`config.mk`:
```
export PLATFORM = sky130hd
export DESIGN_NAME = mtr_regs
export DESIGN_NICKNAME = d
export VERILOG_FILES = /design/src/verilog/mtr_pkg.sv /design/src/verilog/mtr_regs.sv
export SDC_FILE = /design/constraint.sdc
export NUM_CORES = 1
export LEC_CHECK = 0
export BUFFER_PORTS_ARGS = -buffer_cell sky130_fd_sc_hd__buf_2
export CAP_MARGIN = 20
export CELL_PAD_IN_SITES_DETAIL_PLACEMENT = 0
export CELL_PAD_IN_SITES_GLOBAL_PLACEMENT = 1
export CORE_AREA = 4 4 272 274
export DETAILED_ROUTE_END_ITERATION = 6
export DIE_AREA = 0 0 276 278
export PLACE_DENSITY = 0.82
export SYNTH_ARGS = -nofsm -noshare
export SYNTH_HDL_FRONTEND = slang
export SYNTH_SLANG_ARGS = --single-unit
```
`constraint.sdc`:
```
create_clock -name clk -period 4.78 [get_ports clk]
set_input_delay 0.478 -clock clk [delete_from_list [all_inputs] [get_ports clk]]
set_output_delay 0.478 -clock clk [all_outputs]
set_load 0.01 [all_outputs]
```
`src/verilog/mtr_pkg.sv`:
```
// constants of the threshold, no-load and rms register bank
package mtr_pkg;
    // register word indices; byte address is four times the index
    localparam logic [15:0] IDX_APPARENT_THR_HIGH = 16'h43A9;
    localparam logic [15:0] IDX_APPARENT_THR_LOW = 16'h43AA;
    localparam logic [15:0] IDX_ACTIVE_THR_HIGH = 16'h43AB;
    localparam logic [15:0] IDX_ACTIVE_THR_LOW = 16'h43AC;
    localparam logic [15:0] IDX_REACTIVE_THR_HIGH = 16'h43AD;
    localparam logic [15:0] IDX_REACTIVE_THR_LOW = 16'h43AE;
    localparam logic [15:0] IDX_RESERVED_KEEP_ZERO_A = 16'h43AF;
    localparam logic [15:0] IDX_APPARENT_NOLOAD = 16'h43B0;
    localparam logic [15:0] IDX_ACTIVE_NOLOAD = 16'h43B1;
    localparam logic [15:0] IDX_REACTIVE_NOLOAD = 16'h43B2;
    localparam logic [15:0] IDX_FUNDAMENTAL_LEVEL = 16'h43B3;
    localparam logic [15:0] IDX_RESERVED_NO_WRITE_B = 16'h43B4;
    localparam logic [15:0] IDX_INTEGRATOR_COEFF = 16'h43B5;
    localparam logic [15:0] IDX_HIGHPASS_DISABLE = 16'h43B6;
    localparam logic [15:0] IDX_RESERVED_KEEP_ZERO_C = 16'h43B7;
    localparam logic [15:0] IDX_NEUTRAL_MISMATCH = 16'h43B8;
    localparam logic [15:0] IDX_PHASE_CURRENT_TOTAL = 16'h43BF;
    localparam logic [15:0] IDX_PHASE_A_CURRENT_RMS = 16'h43C0;
    localparam logic [15:0] IDX_PHASE_A_VOLTAGE_RMS = 16'h43C1;
    localparam logic [15:0] IDX_PHASE_B_CURRENT_RMS = 16'h43C2;
    localparam logic [15:0] IDX_PHASE_B_VOLTAGE_RMS = 16'h43C3;
    localparam logic [15:0] IDX_PHASE_C_CURRENT_RMS = 16'h43C4;
    localparam logic [15:0] IDX_PHASE_C_VOLTAGE_RMS = 16'h43C5;
    localparam logic [15:0] IDX_NEUTRAL_CURRENT_RMS = 16'h43C6;
    localparam logic [15:0] IDX_WINDOW_LAST = 16'h43FF;
    // configuration words occupy indices 0x43A9..0x43B8
    localparam int CFG_WORDS = 16;
    localparam logic [15:0] CFG_WRITABLE = 16'hB7BF;
    localparam logic [15:0] CFG_SIGNED = 16'h9780;
    localparam logic [23:0] CFG_RESET = 24'h000000;
    // field widths
    localparam int REG_W = 24;
    localparam int TOTAL_W = 28;
    // coefficient the host loads while the integrator runs
    localparam logic [23:0] INTEGRATOR_COEFF_ON = 24'hFF8000;
    // axi responses
    localparam logic [1:0] RESP_OKAY = 2'h0;
    localparam logic [1:0] RESP_SLVERR = 2'h2;
endpackage

```
`src/verilog/mtr_regs.sv`:
```
// threshold, no-load, rms register bank behind an axi4-lite slave
// Function
// - apparent threshold is 48 bits, high half at 0x43A9, low half at 0x43AA
// - active threshold is 48 bits, high half at 0x43AB, low at 0x43AC
// - reactive threshold is 48 bits, high half at 0x43AD, low at 0x43AE
// - signed 24-bit registers read as 32 bits, sign extended to 28
// - plain registers read zero padded to 32 bits, no sign extension
// - word at 0x43B6 enables or bypasses current highpass, resets zero
// - 0x43BF reads 28-bit signed sum of three phase current samples
// - rms results read only at 0x43C0..0x43C6 in fixed phase order
// - signed no-load levels at 0x43B0..0x43B2, each resetting zero
// - signed neutral mismatch level at 0x43B8 limits current sum check
// - signed fundamental power level at 0x43B3, resetting zero
//
// Register access over AXI4-Lite is this design's own decision.
module mtr_regs #(
    parameter int ADDR_W = 18
) (
    // clock and reset
    input wire logic clk,
    input wire logic rstn,
    // axi4-lite write address and data
    input wire logic [ADDR_W-1:0] s_axi_awaddr,
    input wire logic [2:0] s_axi_awprot,
    input wire logic s_axi_awvalid,
    output logic s_axi_awready,
    input wire logic [31:0] s_axi_wdata,
    input wire logic [3:0] s_axi_wstrb,
    input wire logic s_axi_wvalid,
    output logic s_axi_wready,
    // axi4-lite write response
    output logic [1:0] s_axi_bresp,
    output logic s_axi_bvalid,
    input wire logic s_axi_bready,
    // axi4-lite read
    input wire logic [ADDR_W-1:0] s_axi_araddr,
    input wire logic [2:0] s_axi_arprot,
    input wire logic s_axi_arvalid,
    output logic s_axi_arready,
    output logic [31:0] s_axi_rdata,
    output logic [1:0] s_axi_rresp,
    output logic s_axi_rvalid,
    input wire logic s_axi_rready,
    // waveform samples and rms results from the datapath
    input wire logic [23:0] phase_a_current_sample,
    input wire logic [23:0] phase_b_current_sample,
    input wire logic [23:0] phase_c_current_sample,
    input wire logic [23:0] phase_a_current_rms,
    input wire logic [23:0] phase_a_voltage_rms,
    input wire logic [23:0] phase_b_current_rms,
    input wire logic [23:0] phase_b_voltage_rms,
    input wire logic [23:0] phase_c_current_rms,
    input wire logic [23:0] phase_c_voltage_rms,
    input wire logic [23:0] neutral_current_rms,
    // settings steering the datapath
    output logic [47:0] apparent_accum_threshold,
    output logic [47:0] active_accum_threshold,
    output logic [47:0] reactive_accum_threshold,
    output logic [23:0] apparent_noload_level,
    output logic [23:0] active_noload_level,
    output logic [23:0] reactive_noload_level,
    output logic [23:0] fundamental_power_level,
    output logic [23:0] integrator_coefficient,
    output logic [23:0] current_highpass_disable,
    output logic [23:0] neutral_mismatch_level,
    output logic integrator_coeff_loaded,
    output logic [27:0] phase_current_total
);

    // word index up to 0x43FF must fit fifteen bits beside the two byte bits
    if (ADDR_W < 17 || ADDR_W > 32)
    begin : g_bad_addr_w
        $error("ADDR_W must lie between 17 and 32");
    end

    typedef struct packed {
        logic aw_full;
        logic [15:0] aw_idx;
        logic w_full;
        logic [31:0] wdata;
        logic [3:0] wstrb;
        logic bvalid;
        logic [1:0] bresp;
        logic rvalid;
        logic [31:0] rdata;
        logic [1:0] rresp;
        logic [mtr_pkg::CFG_WORDS-1:0][23:0] cfg;
        logic [27:0] total;
    } mtr_state_t;

    mtr_state_t state;
    mtr_state_t next_state;
    logic wr_fire;
    logic ar_fire;
    logic [15:0] ar_idx;
    logic [3:0] cfg_slot;
    logic [27:0] sample_sum;

    // byte address to word index
    function automatic logic [15:0] word_of(input logic [ADDR_W-1:0] addr);
        word_of = 16'(addr >> 2);
    endfunction

    // 24-bit signed word sign extended to 28, four zero msbs
    function automatic logic [31:0] fmt_zpse(input logic [23:0] v);
        fmt_zpse = {4'h0, {4{v[23]}}, v};
    endfunction

    // 24-bit word with eight zero msbs
    function automatic logic [31:0] fmt_zp24(input logic [23:0] v);
        fmt_zp24 = {8'h00, v};
    endfunction

    // slot of a configuration word, valid only inside 0x43A9..0x43B8
    function automatic logic [3:0] slot_of(input logic [15:0] idx);
        slot_of = 4'(idx - mtr_pkg::IDX_APPARENT_THR_HIGH);
    endfunction

    function automatic logic in_cfg(input logic [15:0] idx);
        in_cfg = idx >= mtr_pkg::IDX_APPARENT_THR_HIGH && idx <= mtr_pkg::IDX_NEUTRAL_MISMATCH;
    endfunction

    function automatic logic in_window(input logic [15:0] idx);
        in_window = idx >= mtr_pkg::IDX_APPARENT_THR_HIGH && idx <= mtr_pkg::IDX_WINDOW_LAST;
    endfunction

    // sign extend each sample to 28 bits before adding so no carry is lost
    assign sample_sum = 28'({{4{phase_a_current_sample[23]}}, phase_a_current_sample}
        + {{4{phase_b_current_sample[23]}}, phase_b_current_sample}
        + {{4{phase_c_current_sample[23]}}, phase_c_current_sample});

    // handshakes: one write and one read in flight at a time
    assign s_axi_awready = !state.aw_full;
    assign s_axi_wready = !state.w_full;
    assign s_axi_arready = !state.rvalid;
    assign wr_fire = state.aw_full && state.w_full && !state.bvalid;
    assign ar_fire = s_axi_arvalid && !state.rvalid;
    assign ar_idx = word_of(s_axi_araddr);
    assign cfg_slot = slot_of(state.aw_idx);

    // next state: channel capture, register update, read mux
    always_comb
    begin
        next_state = state;
        if (s_axi_awvalid && !state.aw_full)
        begin
            next_state.aw_full = 1'b1;
            next_state.aw_idx = word_of(s_axi_awaddr);
        end
        if (s_axi_wvalid && !state.w_full)
        begin
            next_state.w_full = 1'b1;
            next_state.wdata = s_axi_wdata;
            next_state.wstrb = s_axi_wstrb;
        end
        if (state.bvalid && s_axi_bready)
        begin
            next_state.bvalid = 1'b0;
        end
        if (wr_fire)
        begin
            next_state.aw_full = 1'b0;
            next_state.w_full = 1'b0;
            next_state.bvalid = 1'b1;
            next_state.bresp = in_window(state.aw_idx) ? mtr_pkg::RESP_OKAY
                : mtr_pkg::RESP_SLVERR;
            // read-only and reserved words drop the data silently
            if (in_cfg(state.aw_idx) && mtr_pkg::CFG_WRITABLE[cfg_slot])
            begin
                for (int b = 0; b < 3; b++)
                begin
                    if (state.wstrb[b])
                    begin
                        next_state.cfg[cfg_slot][8*b +: 8] = state.wdata[8*b +: 8];
                    end
                end
            end
        end
        // summed current refreshes every cycle
        next_state.total = sample_sum;
        if (state.rvalid && s_axi_rready)
        begin
            next_state.rvalid = 1'b0;
        end
        if (ar_fire)
        begin
            next_state.rvalid = 1'b1;
            next_state.rresp = in_window(ar_idx) ? mtr_pkg::RESP_OKAY : mtr_pkg::RESP_SLVERR;
            next_state.rdata = 32'h00000000;
            if (in_cfg(ar_idx) && mtr_pkg::CFG_WRITABLE[slot_of(ar_idx)])
            begin
                if (mtr_pkg::CFG_SIGNED[slot_of(ar_idx)])
                begin
                    next_state.rdata = fmt_zpse(state.cfg[slot_of(ar_idx)]);
                end
                else
                begin
                    next_state.rdata = fmt_zp24(state.cfg[slot_of(ar_idx)]);
                end
            end
            else
            begin
                case (ar_idx)
                    mtr_pkg::IDX_PHASE_CURRENT_TOTAL:
                        next_state.rdata = {4'h0, state.total};
                    mtr_pkg::IDX_PHASE_A_CURRENT_RMS:
                        next_state.rdata = fmt_zp24(phase_a_current_rms);
                    mtr_pkg::IDX_PHASE_A_VOLTAGE_RMS:
                        next_state.rdata = fmt_zp24(phase_a_voltage_rms);
                    mtr_pkg::IDX_PHASE_B_CURRENT_RMS:
                        next_state.rdata = fmt_zp24(phase_b_current_rms);
                    mtr_pkg::IDX_PHASE_B_VOLTAGE_RMS:
                        next_state.rdata = fmt_zp24(phase_b_voltage_rms);
                    mtr_pkg::IDX_PHASE_C_CURRENT_RMS:
                        next_state.rdata = fmt_zp24(phase_c_current_rms);
                    mtr_pkg::IDX_PHASE_C_VOLTAGE_RMS:
                        next_state.rdata = fmt_zp24(phase_c_voltage_rms);
                    mtr_pkg::IDX_NEUTRAL_CURRENT_RMS:
                        next_state.rdata = fmt_zp24(neutral_current_rms);
                    default:
                        next_state.rdata = 32'h00000000;
                endcase
            end
        end
    end

    // state register; every configuration word clears to zero
    always_ff @(posedge clk or negedge rstn)
    begin
        if (!rstn)
        begin
            state <= '0;
        end
        else
        begin
            state <= next_state;
        end
    end

    // response channels
    assign s_axi_bvalid = state.bvalid;
    assign s_axi_bresp = state.bresp;
    assign s_axi_rvalid = state.rvalid;
    assign s_axi_rdata = state.rdata;
    assign s_axi_rresp = state.rresp;

    // settings as 48-bit thresholds and 24-bit levels for the datapath
    assign apparent_accum_threshold = {state.cfg[0], state.cfg[1]};
    assign active_accum_threshold = {state.cfg[2], state.cfg[3]};
    assign reactive_accum_threshold = {state.cfg[4], state.cfg[5]};
    assign apparent_noload_level = state.cfg[7];
    assign active_noload_level = state.cfg[8];
    assign reactive_noload_level = state.cfg[9];
    assign fundamental_power_level = state.cfg[10];
    assign integrator_coefficient = state.cfg[12];
    assign current_highpass_disable = state.cfg[13];
    assign neutral_mismatch_level = state.cfg[15];
    // lets the integrator tell whether the host loaded the needed coefficient
    assign integrator_coeff_loaded = state.cfg[12] == mtr_pkg::INTEGRATOR_COEFF_ON;
    assign phase_current_total = state.total;
endmodule

```
After elaboration in Yosys (flattened, before gate mapping). Memories as Yosys holds them, arrays and structs flattened. Cells that the tools add are included.

Register bits: 502. Bits in latches: 0. Bits in writable memories: 0. Memory bits (read-only): 48. Input bits: 325. Output and inout bits: 382. Word-level logic and storage cells: 109. Memories: 3.

Add/sub/neg operators: 4. Multipliers: 0. Divide/modulo/power cells: 0. Order comparisons: 9. Equal/unequal tests: 9. Shift-type cells: 0. Mux-type cells: 34. Bitwise operators: 0. Reduce and logical (&&, ||, !) cells: 23.

Memories: (name not given) (words 16, bits a word 1, read ports 1, clocked after Yosys merged registers in 0, wr ports 0, RTL line mtr_regs.sv:192) `if (mtr_pkg::CFG_SIGNED[slot_of(ar_idx)])`; (name not given) (words 16, bits a word 1, read ports 1, clocked after Yosys merged registers in 0, wr ports 0, RTL line mtr_regs.sv:190) `if (in_cfg(ar_idx) && mtr_pkg::CFG_WRITABLE[slot_of(ar_idx)])`; (name not given) (words 16, bits a word 1, read ports 1, clocked after Yosys merged registers in 0, wr ports 0, RTL line mtr_regs.sv:168) `if (in_cfg(state.aw_idx) && mtr_pkg::CFG_WRITABLE[cfg_slot])`.

Operators by type and width (count): 384-bit 2-to-1 mux (7); 384-bit bitwise mux (3); 24-bit demux with 4-bit select (3); 28-bit case mux with 8 select lines (1); 16-bit by 15-bit equality test with 1-bit output (second input constant) (8); 24-bit binary-select mux with 4-bit select (1); 16-bit by 15-bit less-or-equal comparator with 1-bit output (second input constant) (4); 24-bit 2-to-1 mux (2); 37-bit 2-to-1 mux (1); 35-bit 2-to-1 mux (1); 16-bit by 15-bit greater-or-equal comparator with 1-bit output (second input constant) (2); 32-bit 2-to-1 mux (1); 28-bit 2-to-1 mux (1); 25-bit by 24-bit adder with 26-bit output (1); 24-bit by 24-bit adder with 25-bit output (1); 24-bit equality test (second input constant) (1); 17-bit 2-to-1 mux (1); 16-bit 2-to-1 mux (1); 1-bit logical AND (14); 4-bit by 5-bit less-than comparator with 1-bit output (second input constant) (2); 8-bit 2-to-1 mux (1); 2-bit nonzero test (4); 4-bit subtractor (second input constant) (2); 1-bit 2-to-1 mux (7); 5 further kinds (9).

Depth between registers and ports, before layout. Gate-level depths: netlist of run 1.

Depth in word-level cells: 15. Mapped depth: 14. Depth with buffers taken out: 11.

Least setup slack after synthesis of run 1. No wires, ideal clock.

Path type: input port to flip-flop. Start: input s_axi_araddr[2]. End: register state, in the netlist s_axi_rdata[12]. Library setup time: 0.127 ns. Arrival: 3.615 ns. Data required time: 4.653 ns. Slack: 1.038 ns. Stages on the path: 13. Buffers on the path: 6. Path through: buf_2 -> buf_1 -> clkbuf_1 -> inv_1 -> ha_1 -> ha_1 -> clkbuf_1 -> clkbuf_1 -> buf_1 -> mux2i_1 -> nor2_1 -> a21oi_1 -> o22ai_1.

Longest elaborated chain between the ends: 5. Elaborated cells between the ends (all ways): 20. Classes of those cells: add/sub: 1; order compare: 2; eq/ne: 8; mux: 6; reduce/logical: 2; memory: 1.

RTL lines: start: declaration (RTL line mtr_regs.sv:36) `input wire logic [ADDR_W-1:0] s_axi_araddr,`; 4-bit subtractor (RTL line mtr_regs.sv:116) `slot_of = 4'(idx - mtr_pkg::IDX_APPARENT_THR_HIGH);`; memory read 16 x 1 bit / 24-bit binary-select mux with 4-bit select (equally long branches); 1-bit 2-to-1 mux (implied by the code) / 24-bit 2-to-1 mux (equally long branches) (RTL line mtr_regs.sv:190, mtr_regs.sv:194, mtr_regs.sv:198); 1-bit logical AND / 28-bit 2-to-1 mux (equally long branches) (RTL line mtr_regs.sv:190, mtr_regs.sv:192); 32-bit 2-to-1 mux (*) (RTL line mtr_regs.sv:190); end signal: assignment (RTL line mtr_regs.sv:236) `state <= next_state;`; end: declaration (RTL line mtr_regs.sv:91) `mtr_state_t state;`.

Mark *: on every way between the ends. The rest lies on a longest branch, timed or not. The select of a mux whose other input is x is not followed. A chain may end at the register's enable or synchronous reset.

Final worst setup path of run 1.
Start: register state[497] (netlist name). End: register state, in the netlist active_noload_level[20].

Longest elaborated chain between the ends: 4. Elaborated cells between the ends (all ways): 5. Classes of those cells: order compare: 2; reduce/logical: 3.

RTL lines: 16-bit by 15-bit greater-or-equal comparator with 1-bit output / 16-bit by 15-bit less-or-equal comparator with 1-bit output (equally long branches) (RTL line mtr_regs.sv:120) `in_cfg = idx >= mtr_pkg::IDX_APPARENT_THR_HIGH && idx <= mtr_pkg::IDX_NEUTRAL_MISMATCH;`; 1-bit logical AND (*) (RTL line mtr_regs.sv:120); 1-bit logical AND (*) (RTL line mtr_regs.sv:168); 2-bit AND reduction (no source line) (*).

Mark *: on every way between the ends. The rest lies on a longest branch, timed or not.

==> run_summary.xml, run 1 <==
<?xml version="1.0" encoding="UTF-8"?>
<metrics>
  <group name="worst_setup_path">
    <metric name="r2r-end" unit="">active_noload_level[20]</metric>
    <metric name="timing.critical_path.to" unit="">active_noload_level[20]</metric>
    <metric name="timing.critical_path.to_type" unit="">register</metric>
    <metric name="timing.critical_path.max_delay_family" unit="">simple AND/OR/NAND/NOR gates</metric>
    <metric name="critical_path_class" unit="">reg2reg</metric>
    <metric name="start_kind" unit="">register</metric>
    <metric name="worst_r2r_startpoint" unit="">state[497]</metric>
    <metric name="cp_startpoint" unit="">state[497]</metric>
    <metric name="worst_case_register_to_register_setup_slack" unit="ps">1240</metric>
    <metric name="critical_path.n_buffers_inverters" unit="">1</metric>
    <metric name="worst_r2r_path_cells" unit="">7</metric>
    <metric name="critical_path.slowest_cell" unit="">sky130_fd_sc_hd__nor4_4</metric>
    <metric name="timing.critical_path.cells" unit="">or4_1 &gt; a21oi_1 &gt; mux2i_1 &gt; a2bb2oi_4 &gt; buf_4 &gt; nor4_4 &gt; mux2_2</metric>
    <metric name="critPathArrivalTime" unit="ps">4030</metric>
    <metric name="worst-path-stages" unit="">7</metric>
    <metric name="critical-path-max-stage-delay" unit="ps">990</metric>
    <metric name="required" unit="ps">5270</metric>
    <metric name="critical_path.max_fanout" unit="">21</metric>
  </group>
  <group name="die">
    <metric name="core_area" unit="um^2">71400</metric>
    <metric name="design.die.area" unit="um^2">76700</metric>
    <metric name="dieHeight" unit="um">278</metric>
    <metric name="fp-row-count" unit="">98</metric>
    <metric name="dieWidth" unit="um">276</metric>
    <metric name="design.portCount" unit="">707</metric>
    <metric name="effective_utilization_at_floorplan" unit="%">38.3</metric>
  </group>
  <group name="placement">
    <metric name="buffer_ports.inserted" unit="">681</metric>
    <metric name="place.gp.congestion" unit="">0.962</metric>
    <metric name="detailed_place_hpwl" unit="mm">76.0</metric>
    <metric name="post-place-cells" unit="">3366</metric>
  </group>
  <group name="cts">
    <metric name="worstSkewPairLatency" unit="ps">610</metric>
    <metric name="clock_tree.htree_level_count" unit="">2</metric>
    <metric name="cts_tree" unit="">done</metric>
    <metric name="cts.sinks" unit="">485</metric>
    <metric name="post_cts.resized_instances" unit="">0</metric>
    <metric name="clockRootBuffer" unit="">sky130_fd_sc_hd__clkbuf_16</metric>
    <metric name="post-cts-setup-buffer-count" unit="">0</metric>
    <metric name="worst_setup_hold_path_clk_slew" unit="ps">60</metric>
    <metric name="ctsLongestPathBuffers" unit="">3</metric>
    <metric name="cts_inserted_buffers" unit="">54</metric>
  </group>
  <group name="global_route">
    <metric name="grt_start_max_net_pins" unit="">118</metric>
    <metric name="grt_pass1_vias" unit="">19900</metric>
    <metric name="groute.layer.met3.usage" unit="%">7.64</metric>
    <metric name="grt_first_pass_wirelength" unit="mm">139</metric>
    <metric name="global_routing_usage_summed_across_all_routing_layers" unit="%">24.2</metric>
    <metric name="global_route.usage.met2" unit="%">38.1</metric>
    <metric name="grt-ovfl-total" unit="">0</metric>
    <metric name="grt.met1_usage" unit="%">31.9</metric>
    <metric name="number_of_antenna_violations_at_the_first_check_in_global_routing" unit="">18</metric>
    <metric name="grt_most_used_layer" unit="">met2</metric>
  </group>
  <group name="layout">
    <metric name="multiInputGateArea" unit="um^2">11600</metric>
    <metric name="syn2layout_area_growth" unit="%">12.3</metric>
    <metric name="layout.area.seq" unit="um^2">12100</metric>
    <metric name="final-instance-count-excl-fill" unit="">3479</metric>
    <metric name="post_route_cells_drive_above_1_share" unit="%">52.1</metric>
    <metric name="layout.nets" unit="">2857</metric>
    <metric name="fill_cells" unit="">6707</metric>
    <metric name="layout_commonest_cell" unit="">sky130_fd_sc_hd__buf_2</metric>
    <metric name="commonest_non_fill_non_tap_cells_in_the_layout" unit="">679 x sky130_fd_sc_hd__buf_2, 485 x sky130_fd_sc_hd__dfrtp_1, 355 x sky130_fd_sc_hd__mux2_2</metric>
  </group>
  <group name="sta">
    <metric name="finalSetupTns" unit="ps">0</metric>
    <metric name="post-route-period-util" unit="%">74.0</metric>
    <metric name="finalMaxSlewViolations" unit="">0</metric>
    <metric name="maxClockFrequency" unit="MHz">283</metric>
    <metric name="slew_headroom" unit="%">19.8</metric>
    <metric name="report.final.setup_viol" unit="">0</metric>
    <metric name="tightestPinTransition" unit="ps">1200</metric>
    <metric name="fin_worst_skew" unit="ps">20.0</metric>
    <metric name="unrepaired_setup_endpoints_after_global_routing" unit="">no</metric>
    <metric name="final-hold-violation-count" unit="">0</metric>
    <metric name="fin_crit" unit="ps">3540</metric>
  </group>
  <group name="logic_synthesis">
    <metric name="netlist_area" unit="um^2">27300</metric>
    <metric name="synth_warnings" unit="">0</metric>
    <metric name="synth_cell_types" unit="">69</metric>
    <metric name="synth_ff_type" unit="">sky130_fd_sc_hd__dfrtp_1</metric>
    <metric name="netlist_instances" unit="">2254</metric>
    <metric name="synth_async_sr_flop_share" unit="%">100</metric>
    <metric name="synth_seq_area_share" unit="%">44.4</metric>
    <metric name="post_synth_edffs" unit="">0</metric>
    <metric name="yosys_register_bits" unit="">485</metric>
    <metric name="synthesis.area_per_instance" unit="um^2">12.1</metric>
  </group>
  <group name="route">
    <metric name="drt-vias-per-instance" unit="">5.51</metric>
    <metric name="routed_wire_length_per_instance" unit="um">27.8</metric>
    <metric name="drtAntennaViolNets" unit="">0</metric>
    <metric name="detail_route.wirelength" unit="mm">96.8</metric>
    <metric name="drt_iter0_drc" unit="">1658</metric>
    <metric name="drt_pre_antenna_iters" unit="">7</metric>
    <metric name="via_count" unit="">19200</metric>
    <metric name="drt_drc_violations_left" unit="">5</metric>
  </group>
  <group name="run_status">
    <metric name="run_status" unit="">complete, but fails checks</metric>
    <metric name="failed_checks" unit="">design-rule violations</metric>
  </group>
  <group name="pwr">
    <metric name="power.density_cell_area" unit="nW/um^2">379</metric>
    <metric name="leakage" unit="nW">15.5</metric>
    <metric name="peakVddDrop" unit="mV">0.344</metric>
  </group>
  <group name="min_path">
    <metric name="hold_path_class" unit="">in2reg</metric>
  </group>
  <group name="flow_run">
    <metric name="drv.max_cap_violation_count" unit="">0</metric>
  </group>
</metrics>
-- per-layer routing --
| layer | routed length [um] | vias to the layer above |
|---|---|---|
| li1 | - | 8186 |
| met1 | 39800 | 9926 |
| met2 | 44600 | 877 |
| met3 | 8680 | 186 |
| met4 | 3650 | 10 |
| met5 | 70 | - |
-- cell type report --
cell class	count	area share (%)
flip-flops and latches	485	39.6
multi-input cells	1186	37.8
repair buffers	724	12.5
clock buffers	78	5.12
well taps	950	3.87
clock inverters	20	0.754
inverters	25	0.306
diodes	11	0.0897
-- cells in the mapped netlist (all sizes together), types with 5 or more instances --
cell	n	area [um^2]
o22ai	18	113
and3	28	175
o21a	5	37.5
a221o	18	180
nand4	8	50.1
and4	5	43.8
o21ai	50	250
a21oi	48	240
nand2	102	383
fa	25	500
a221oi	22	193
nor3	31	235
nor4	37	602
a22oi	24	180
o31ai	8	60.1
mux2i	40	400
clkbuf	124	465
dfrtp	485	12100
a21o	27	203
nand3	14	70.1
a31oi	7	43.8
ha	31	388
inv	25	93.8
a222oi	24	240
xor2	5	43.8
mux2	355	4000
nor2b	24	150
nor2	78	300
mux4	84	1890
buf	439	3110
xnor2	13	114
o211ai	5	37.5
-- state kept, by name, summed over array words and instances, names as in the netlist --
| name | cells |
|---|---|
| active_accum_threshold | 48 |
| s_axi_rdata | 26 |
| s_axi_rvalid | 1 |
| s_axi_bresp | 1 |
| fundamental_power_level | 24 |
| apparent_accum_threshold | 48 |
| apparent_noload_level | 24 |
| s_axi_bvalid | 1 |
| reactive_noload_level | 24 |
| phase_current_total | 26 |
| integrator_coefficient | 24 |
| s_axi_rresp | 1 |
| neutral_mismatch_level | 24 |
| current_highpass_disable | 24 |
| reactive_accum_threshold | 48 |
| active_noload_level | 24 |
| state | 117 |
-- power by group --
group          switching [mW]  internal [mW]
clock                    1.78           2.45
combinational            1.27          0.857
sequential              0.817           4.44
-- stage by stage --
step	util, %	area (um^2)	worst slack (ps)	hold WS [ps]	power (mW)
after floorplan	-	27300	1040	182	6.51
final	43.0	30700	1240	57.8	11.6
after CTS	42.9	30600	1220	9.53	11.7
after global placement	40.3	28800	1120	360	7.36
after global routing	43.0	30700	1140	20.4	12.1
after detailed placement	40.4	28800	1140	363	7.44
-- cells by family (layout without fill, tap and decap cells) --
family / Yosys count / after routing / synth area share, %
compound gates: 279 / 279 / 7.24
flops: 485 / 485 / 44.4
mux: 479 / 479 / 23.0
simple gates: 348 / 348 / 8.03
buf+inv: 588 / 847 / 13.4
other cells: 1 / 17 / 0.0137
xor+xnor: 18 / 18 / 0.577
fa+ha+maj: 56 / 56 / 3.25
-- how the worst min path moves through the flow --
stage,from,endpoint,slack (ps),cells after the start
floorplan,rstn,active_accum_threshold[0],180,0
global placement,state[386],state[386],360,0
detailed placement,state[299],state[299],360,0
CTS,s_axi_rready,s_axi_rvalid,10,2
global route,s_axi_bready,s_axi_bvalid,20,2
finish,s_axi_bready,s_axi_bvalid,60,2
-- timing repair --
action	CTS	global route
setup endpoints to repair	0	0
hold buffers	1	0
endpoints found under the hold margin	36	0
Power figures use the tool's default switching activity.
==> run 2: changes to the inputs <==
--- a/config.mk
+++ b/config.mk
@@ -9,10 +9,11 @@
 export CAP_MARGIN = 20
 export CELL_PAD_IN_SITES_DETAIL_PLACEMENT = 0
 export CELL_PAD_IN_SITES_GLOBAL_PLACEMENT = 1
-export CORE_AREA = 4 4 272 274
+export CORE_ASPECT_RATIO = 1.75
+export CORE_MARGIN = 4
+export CORE_UTILIZATION = 38
 export DETAILED_ROUTE_END_ITERATION = 6
-export DIE_AREA = 0 0 276 278
-export PLACE_DENSITY = 0.82
+export PLACE_DENSITY = 0.85
 export SYNTH_ARGS = -nofsm -noshare
 export SYNTH_HDL_FRONTEND = slang
 export SYNTH_SLANG_ARGS = --single-unit
==> constraint.sdc (replaced) <==
create_clock -name clk -period 3 [get_ports clk]
set_input_delay 0.3 -clock clk [delete_from_list [all_inputs] [get_ports clk]]
set_output_delay 0.3 -clock clk [all_outputs]
set_load 0.01 [all_outputs]
==> run 2 against run 1 <==
  * The flow still finishes with violations (design-rule violations)
  * Setup slack worse by 1100 ps
  * Fmax is 25% higher
  * Clock skew is 8.0 ps higher
==> run_summary.xml, run 2 (synthesized netlist as in run 1, its figures left out) <==
<?xml version="1.0" encoding="UTF-8"?>
<metrics>
  <group name="placement">
    <metric name="post-place-cells" unit="">3413</metric>
    <metric name="place.gp.congestion" unit="">0.919</metric>
    <metric name="buffer_ports.inserted" unit="">681</metric>
    <metric name="place_ws" unit="ps">-303</metric>
    <metric name="detailed_place_hpwl" unit="mm">77.1</metric>
  </group>
  <group name="die">
    <metric name="fp-row-count" unit="">129</metric>
    <metric name="design.die.area" unit="um^2">76400</metric>
    <metric name="core_area" unit="um^2">71000</metric>
    <metric name="design.portCount" unit="">707</metric>
    <metric name="dieHeight" unit="um">363</metric>
    <metric name="effective_utilization_at_floorplan" unit="%">38.5</metric>
    <metric name="dieWidth" unit="um">211</metric>
  </group>
  <group name="worst_setup_path">
    <metric name="worst_case_register_to_register_setup_slack" unit="ps">180</metric>
    <metric name="critPathArrivalTime" unit="ps">3290</metric>
    <metric name="critical_path_class" unit="">reg2reg</metric>
    <metric name="timing.critical_path.to_type" unit="">register</metric>
    <metric name="r2r-end" unit="">active_noload_level[17]</metric>
    <metric name="worst_r2r_startpoint" unit="">state[497]</metric>
    <metric name="critical_path.max_fanout" unit="">16</metric>
    <metric name="start_kind" unit="">register</metric>
    <metric name="required" unit="ps">3470</metric>
    <metric name="worst_r2r_path_cells" unit="">8</metric>
  </group>
  <group name="sta">
    <metric name="post-route-period-util" unit="%">94.2</metric>
    <metric name="fin_worst_skew" unit="ps">28.0</metric>
    <metric name="unrepaired_setup_endpoints_after_global_routing" unit="">no</metric>
    <metric name="hold-worst-slack" unit="ps">92.9</metric>
    <metric name="tightestPinTransition" unit="ps">854</metric>
    <metric name="finalMaxSlewViolations" unit="">0</metric>
    <metric name="final-hold-violation-count" unit="">0</metric>
    <metric name="finalWorstSetupSlack" unit="ps">175</metric>
    <metric name="maxClockFrequency" unit="MHz">354</metric>
    <metric name="report.final.setup_viol" unit="">0</metric>
    <metric name="fin_crit" unit="ps">2820</metric>
    <metric name="slew_headroom" unit="%">43.1</metric>
  </group>
  <group name="route">
    <metric name="via_count" unit="">19400</metric>
    <metric name="detail_route.wirelength" unit="mm">98.0</metric>
    <metric name="drt_pre_antenna_iters" unit="">7</metric>
    <metric name="drt-vias-per-instance" unit="">5.45</metric>
    <metric name="drtAntennaViolNets" unit="">0</metric>
    <metric name="drt_drc_violations_left" unit="">4</metric>
    <metric name="drt_iter0_drc" unit="">1597</metric>
    <metric name="routed_wire_length_per_instance" unit="um">27.5</metric>
  </group>
  <group name="cts">
    <metric name="post_cts.resized_instances" unit="">0</metric>
    <metric name="ctsLongestPathBuffers" unit="">3</metric>
    <metric name="cts.sinks" unit="">485</metric>
    <metric name="cts_tree" unit="">done</metric>
    <metric name="cts_inserted_buffers" unit="">47</metric>
    <metric name="clock_tree.htree_level_count" unit="">2</metric>
    <metric name="worst_setup_hold_path_clk_slew" unit="ps">70</metric>
    <metric name="worstSkewPairLatency" unit="ps">610</metric>
    <metric name="clockRootBuffer" unit="">sky130_fd_sc_hd__clkbuf_16</metric>
  </group>
  <group name="layout">
    <metric name="syn2layout_area_growth" unit="%">16.6</metric>
    <metric name="post_route_cells_drive_above_1_share" unit="%">52.5</metric>
    <metric name="registers.top_by_ff_count" unit="">state</metric>
    <metric name="largest_register_ffs" unit="">117</metric>
    <metric name="final-instance-count-excl-fill" unit="">3559</metric>
    <metric name="layout_commonest_cell" unit="">sky130_fd_sc_hd__buf_2</metric>
    <metric name="layout.nets" unit="">2974</metric>
    <metric name="commonest_non_fill_non_tap_cells_in_the_layout" unit="">679 x sky130_fd_sc_hd__buf_2, 485 x sky130_fd_sc_hd__dfrtp_1, 355 x sky130_fd_sc_hd__mux2_2</metric>
  </group>
  <group name="flow_run">
    <metric name="drv.max_cap_violation_count" unit="">0</metric>
  </group>
  <group name="run_status">
    <metric name="failed_checks" unit="">design-rule violations</metric>
    <metric name="run_status" unit="">complete, but fails checks</metric>
  </group>
  <group name="global_route">
    <metric name="grt_pass1_vias" unit="">20300</metric>
    <metric name="grt_first_pass_wirelength" unit="mm">140</metric>
    <metric name="grt_start_max_net_pins" unit="">101</metric>
    <metric name="global_routing_usage_summed_across_all_routing_layers" unit="%">24.6</metric>
    <metric name="number_of_antenna_violations_at_the_first_check_in_global_routing" unit="">11</metric>
    <metric name="grt-ovfl-total" unit="">0</metric>
  </group>
  <group name="min_path">
    <metric name="worstHoldEndpoint" unit="">s_axi_rdata[15]</metric>
    <metric name="worst_hold_startpoint" unit="">phase_c_voltage_rms[15]</metric>
    <metric name="hold_path_class" unit="">in2reg</metric>
    <metric name="timing.hold.worst_path_depth" unit="">3</metric>
  </group>
  <group name="pwr">
    <metric name="leakage" unit="nW">16.1</metric>
    <metric name="power.density_cell_area" unit="nW/um^2">575</metric>
    <metric name="peakVddDrop" unit="mV">0.581</metric>
    <metric name="p_total" unit="mW">18.3</metric>
  </group>
</metrics>
[run 2: changes by cell type in the layout (fill, tap and decap cells not counted), sizes merged]
| cell | delta |
|---|---|
| buf | +77 |
| dlygate4sd3 | +47 |
| clkbuf | -19 |
| bufinv | +3 |
| clkinv | +3 |
| diode | +2 |
[run 2: worst max path at each step]
stage          slack (ps)                   endpoint                 startpoint
2_1_floorplan           9    phase_current_total[21]  phase_a_current_sample[1]
3_3_place_gp         -300    phase_current_total[21]  phase_a_current_sample[1]
3_5_place_dp         -300    phase_current_total[21]  phase_a_current_sample[1]
4_1_cts               140  integrator_coefficient[1]                 state[497]
5_1_grt                40  integrator_coefficient[1]                 state[498]
6_report              180    active_noload_level[17]                 state[497]
[run 2: worst max-delay path: stages, from the launching register on]
cell and delay, ps:
sky130_fd_sc_hd__dfrtp_1 390, sky130_fd_sc_hd__or4_1 530, sky130_fd_sc_hd__a21oi_1 230, sky130_fd_sc_hd__mux2i_1 160
sky130_fd_sc_hd__a2bb2oi_4 240, sky130_fd_sc_hd__buf_12 220, sky130_fd_sc_hd__nor4_4 380, sky130_fd_sc_hd__buf_12 190
sky130_fd_sc_hd__mux2_2 330
[run 2: what timing repair did]
item / in CTS / in global routing
buffers inserted: 0 / 0
hold endpoints to repair: 107 / 0
hold buffers: 48 / 0
endpoints found under the setup margin: 0 / 0
[run 2: final cells by class]
class	instances	area [um^2]
clock inverter	26	343
clock buffer	59	1290
inverter	25	93.8
sequential	485	12100
multi-input combinational	1186	11600
fill	6579	39200
tap	917	1150
antenna	13	32.5
timing repair buffer	848	5190
[run 2: per-layer routing]
metal	track usage, %	vias to the layer above	wire length (um)
met5	0	-	14
met4	11.0	2	4810
met3	6.14	189	7750
met2	42.0	863	49200
met1	29.1	9934	36300
li1	-	8404	-
[run 2: report_power, final]
| group | internal, mW | total [mW] | leakage [nW] | switching (mW) |
|---|---|---|---|---|
| clock | 3.60 | 6.37 | 0.800 | 2.77 |
| sequential | 7.08 | 8.33 | 6.56 | 1.25 |
| combinational | 1.52 | 3.63 | 8.73 | 2.11 |
| total | 12.2 | 18.3 | 16.1 | 6.13 |
[run 2: per-stage QoR]
stage               instance area, um^2  setup TNS [ps]  utilization [%]
global route                      31800               0             44.8
floorplan                         27400               0                -
finish                            31800               0             44.8
CTS                               31800               0             44.8
detailed placement                29700           -1070             41.8
global placement                  29700           -1060             41.8
==> run 3: changes to the inputs <==
--- a/config.mk
+++ b/config.mk
@@ -9,11 +9,10 @@
 export CAP_MARGIN = 20
 export CELL_PAD_IN_SITES_DETAIL_PLACEMENT = 0
 export CELL_PAD_IN_SITES_GLOBAL_PLACEMENT = 1
-export CORE_ASPECT_RATIO = 1.75
-export CORE_MARGIN = 4
-export CORE_UTILIZATION = 38
+export CORE_AREA = 2 2 272 274
 export DETAILED_ROUTE_END_ITERATION = 6
-export PLACE_DENSITY = 0.85
+export DIE_AREA = 0 0 274 276
+export PLACE_DENSITY_LB_ADDON = 0.1
 export SYNTH_ARGS = -nofsm -noshare
 export SYNTH_HDL_FRONTEND = slang
 export SYNTH_SLANG_ARGS = --single-unit
==> run 3 against run 2 <==
  * The flow still finishes with violations (design-rule violations)
  * Non-clock buffer count down 8
  * Die area fell by 1.0%
  * Final cell count rose by 0.90%
  * Fmax grew 0.52%
  * Register-to-register slack barely moved
  * Core utilization down 1.2 points
  * Sequential power barely moved
  * Critical path depth is the same
  * Critical endpoint is now fundamental_power_level[22]
  * Largest power group unchanged
==> run_summary.xml, run 3 (synthesized netlist as in run 1, its figures left out) <==
<?xml version="1.0" encoding="UTF-8"?>
<metrics>
  <group name="run_status">
    <metric name="run_status" unit="">complete, but fails checks</metric>
    <metric name="failed_checks" unit="">design-rule violations</metric>
  </group>
  <group name="cts">
    <metric name="clockRootBuffer" unit="">sky130_fd_sc_hd__clkbuf_16</metric>
    <metric name="worst_setup_hold_path_clk_slew" unit="ps">60</metric>
    <metric name="cts_inserted_buffers" unit="">55</metric>
    <metric name="cts.sinks" unit="">485</metric>
    <metric name="ctsLongestPathBuffers" unit="">3</metric>
    <metric name="clock_tree.htree_level_count" unit="">2</metric>
    <metric name="post_cts.resized_instances" unit="">0</metric>
    <metric name="cts.hold.buffers_added" unit="">48</metric>
    <metric name="post-cts-setup-buffer-count" unit="">0</metric>
    <metric name="worstSkewPairLatency" unit="ps">630</metric>
    <metric name="cts_tree" unit="">done</metric>
  </group>
  <group name="min_path">
    <metric name="worst_hold_startpoint" unit="">phase_a_current_rms[15]</metric>
    <metric name="hold_path_class" unit="">in2reg</metric>
    <metric name="timing.hold.worst_path_depth" unit="">3</metric>
  </group>
  <group name="global_route">
    <metric name="grt_first_pass_wirelength" unit="mm">144</metric>
    <metric name="grt_start_max_net_pins" unit="">85</metric>
    <metric name="number_of_antenna_violations_at_the_first_check_in_global_routing" unit="">5</metric>
    <metric name="grt_pass1_vias" unit="">19700</metric>
    <metric name="global_routing_usage_summed_across_all_routing_layers" unit="%">26.0</metric>
    <metric name="grt-ovfl-total" unit="">0</metric>
  </group>
  <group name="sta">
    <metric name="finalSetupTns" unit="ps">0</metric>
    <metric name="finalMaxSlewViolations" unit="">0</metric>
    <metric name="final-hold-violation-count" unit="">0</metric>
    <metric name="report.final.setup_viol" unit="">0</metric>
    <metric name="fin_worst_skew" unit="ps">25.1</metric>
    <metric name="tightestPinTransition" unit="ps">886</metric>
    <metric name="finalWorstSetupSlack" unit="ps">190</metric>
    <metric name="fin_crit" unit="ps">2810</metric>
    <metric name="unrepaired_setup_endpoints_after_global_routing" unit="">no</metric>
    <metric name="maxClockFrequency" unit="MHz">356</metric>
    <metric name="slew_headroom" unit="%">40.9</metric>
    <metric name="hold-worst-slack" unit="ps">43.8</metric>
    <metric name="post-route-period-util" unit="%">93.7</metric>
  </group>
  <group name="flow_run">
    <metric name="drv.max_cap_violation_count" unit="">0</metric>
  </group>
  <group name="route">
    <metric name="detail_route.wirelength" unit="mm">101</metric>
    <metric name="routed_wire_length_per_instance" unit="um">28.0</metric>
    <metric name="drt_iter0_drc" unit="">1535</metric>
    <metric name="drtAntennaViolNets" unit="">0</metric>
    <metric name="routed_wl_met3" unit="mm">7.33</metric>
    <metric name="drt_drc_violations_left" unit="">20</metric>
    <metric name="highest-signal-layer" unit="">met5</metric>
    <metric name="met2_routed_length" unit="mm">47.5</metric>
    <metric name="drt-vias-per-instance" unit="">5.33</metric>
    <metric name="via_count" unit="">19100</metric>
    <metric name="wl_met1" unit="mm">42.7</metric>
    <metric name="drt_pre_antenna_iters" unit="">7</metric>
  </group>
  <group name="placement">
    <metric name="buffer_ports.inserted" unit="">681</metric>
    <metric name="place_area" unit="um^2">29500</metric>
    <metric name="place_ws" unit="ps">-383</metric>
    <metric name="post-place-cells" unit="">3447</metric>
    <metric name="place.gp.congestion" unit="">0.889</metric>
    <metric name="detailed_place_hpwl" unit="mm">77.5</metric>
  </group>
  <group name="die">
    <metric name="dieHeight" unit="um">276</metric>
    <metric name="effective_utilization_at_floorplan" unit="%">37.6</metric>
    <metric name="design.portCount" unit="">707</metric>
    <metric name="design.die.area" unit="um^2">75600</metric>
    <metric name="fp-row-count" unit="">99</metric>
    <metric name="core_area" unit="um^2">72600</metric>
    <metric name="dieWidth" unit="um">274</metric>
  </group>
  <group name="worst_setup_path">
    <metric name="timing.critical_path.to_type" unit="">register</metric>
    <metric name="critPathArrivalTime" unit="ps">3300</metric>
    <metric name="critical-path-max-stage-delay" unit="ps">550</metric>
    <metric name="required" unit="ps">3490</metric>
    <metric name="worst_r2r_startpoint" unit="">state[497]</metric>
    <metric name="critical_path.slowest_cell" unit="">sky130_fd_sc_hd__or4_1</metric>
    <metric name="worst_r2r_path_cells" unit="">8</metric>
    <metric name="critical_path.n_buffers_inverters" unit="">2</metric>
    <metric name="timing.critical_path.cells" unit="">or4_1 &gt; a21oi_1 &gt; mux2i_1 &gt; a2bb2oi_4 &gt; buf_12 &gt; nor4_4 &gt; buf_4 &gt; mux2_2</metric>
    <metric name="critical_path_class" unit="">reg2reg</metric>
    <metric name="timing.critical_path.max_delay_family" unit="">simple AND/OR/NAND/NOR gates</metric>
    <metric name="worst-path-stages" unit="">8</metric>
    <metric name="r2r-end" unit="">fundamental_power_level[22]</metric>
    <metric name="timing.critical_path.to" unit="">fundamental_power_level[22]</metric>
    <metric name="critical_path.max_fanout" unit="">21</metric>
    <metric name="start_kind" unit="">register</metric>
    <metric name="cp_startpoint" unit="">state[497]</metric>
    <metric name="worst_case_register_to_register_setup_slack" unit="ps">190</metric>
  </group>
  <group name="layout">
    <metric name="post_route_cells_drive_above_1_share" unit="%">52.1</metric>
    <metric name="largest_register_ffs" unit="">117</metric>
    <metric name="layout_commonest_cell" unit="">sky130_fd_sc_hd__buf_2</metric>
    <metric name="finish.utilization" unit="%">43.7</metric>
    <metric name="fin_area" unit="um^2">31700</metric>
    <metric name="layout.nets" unit="">2974</metric>
    <metric name="final-instance-count-excl-fill" unit="">3591</metric>
    <metric name="commonest_non_fill_non_tap_cells_in_the_layout" unit="">679 x sky130_fd_sc_hd__buf_2, 485 x sky130_fd_sc_hd__dfrtp_1, 355 x sky130_fd_sc_hd__mux2_2</metric>
    <metric name="registers.top_by_ff_count" unit="">state</metric>
    <metric name="syn2layout_area_growth" unit="%">16.1</metric>
  </group>
  <group name="pwr">
    <metric name="peakVddDrop" unit="mV">0.453</metric>
    <metric name="leakage" unit="nW">16.0</metric>
    <metric name="power.density_cell_area" unit="nW/um^2">584</metric>
    <metric name="p_total" unit="mW">18.5</metric>
  </group>
</metrics>
-- run 3: cell count changes in the layout (fill, tap and decap cells not counted), sizes merged --
cell      delta
bufinv       -5
inv          -1
clkinv       -7
clkinvlp     -1
buf          -8
clkbuf      +23
diode       -11
-- run 3: worst min path at each step --
stage | to
after global routing | s_axi_rdata[15]
after CTS | s_axi_rdata[15]
after detailed placement | state[499]
after floorplan | active_accum_threshold[0]
after global placement | state[499]
final | s_axi_rdata[15]
-- run 3: power breakdown --
group / leakage (nW) / switching [mW] / internal (mW) / total (mW)
sequential: 6.56 / 1.27 / 7.08 / 8.36
clock: 0.832 / 2.83 / 3.71 / 6.54
combinational: 8.65 / 2.12 / 1.52 / 3.64
-- run 3: worst min-delay path, cell delays in order --
cell and delay, ps:
sky130_fd_sc_hd__buf_2 80, sky130_fd_sc_hd__a222oi_1 90, sky130_fd_sc_hd__a31oi_1 140
-- run 3: cell type report --
class / instances / area [um^2]
Fill cell: 7000 / 40900
Sequential cell: 485 / 12100
Multi-Input combinational cell: 1186 / 11600
Timing Repair Buffer: 840 / 4950
Clock buffer: 82 / 1580
Tap cell: 959 / 1200
Clock inverter: 12 / 130
Inverter: 25 / 93.8
Antenna cell: 2 / 5.00
-- run 3: layer usage --
| layer | vias up | track usage [%] |
|---|---|---|
| li1 | 8411 | - |
| met2 | 631 | 41.7 |
| met5 | - | 0 |
| met3 | 147 | 7.10 |
| met4 | 6 | 7.46 |
| met1 | 9930 | 34.5 |
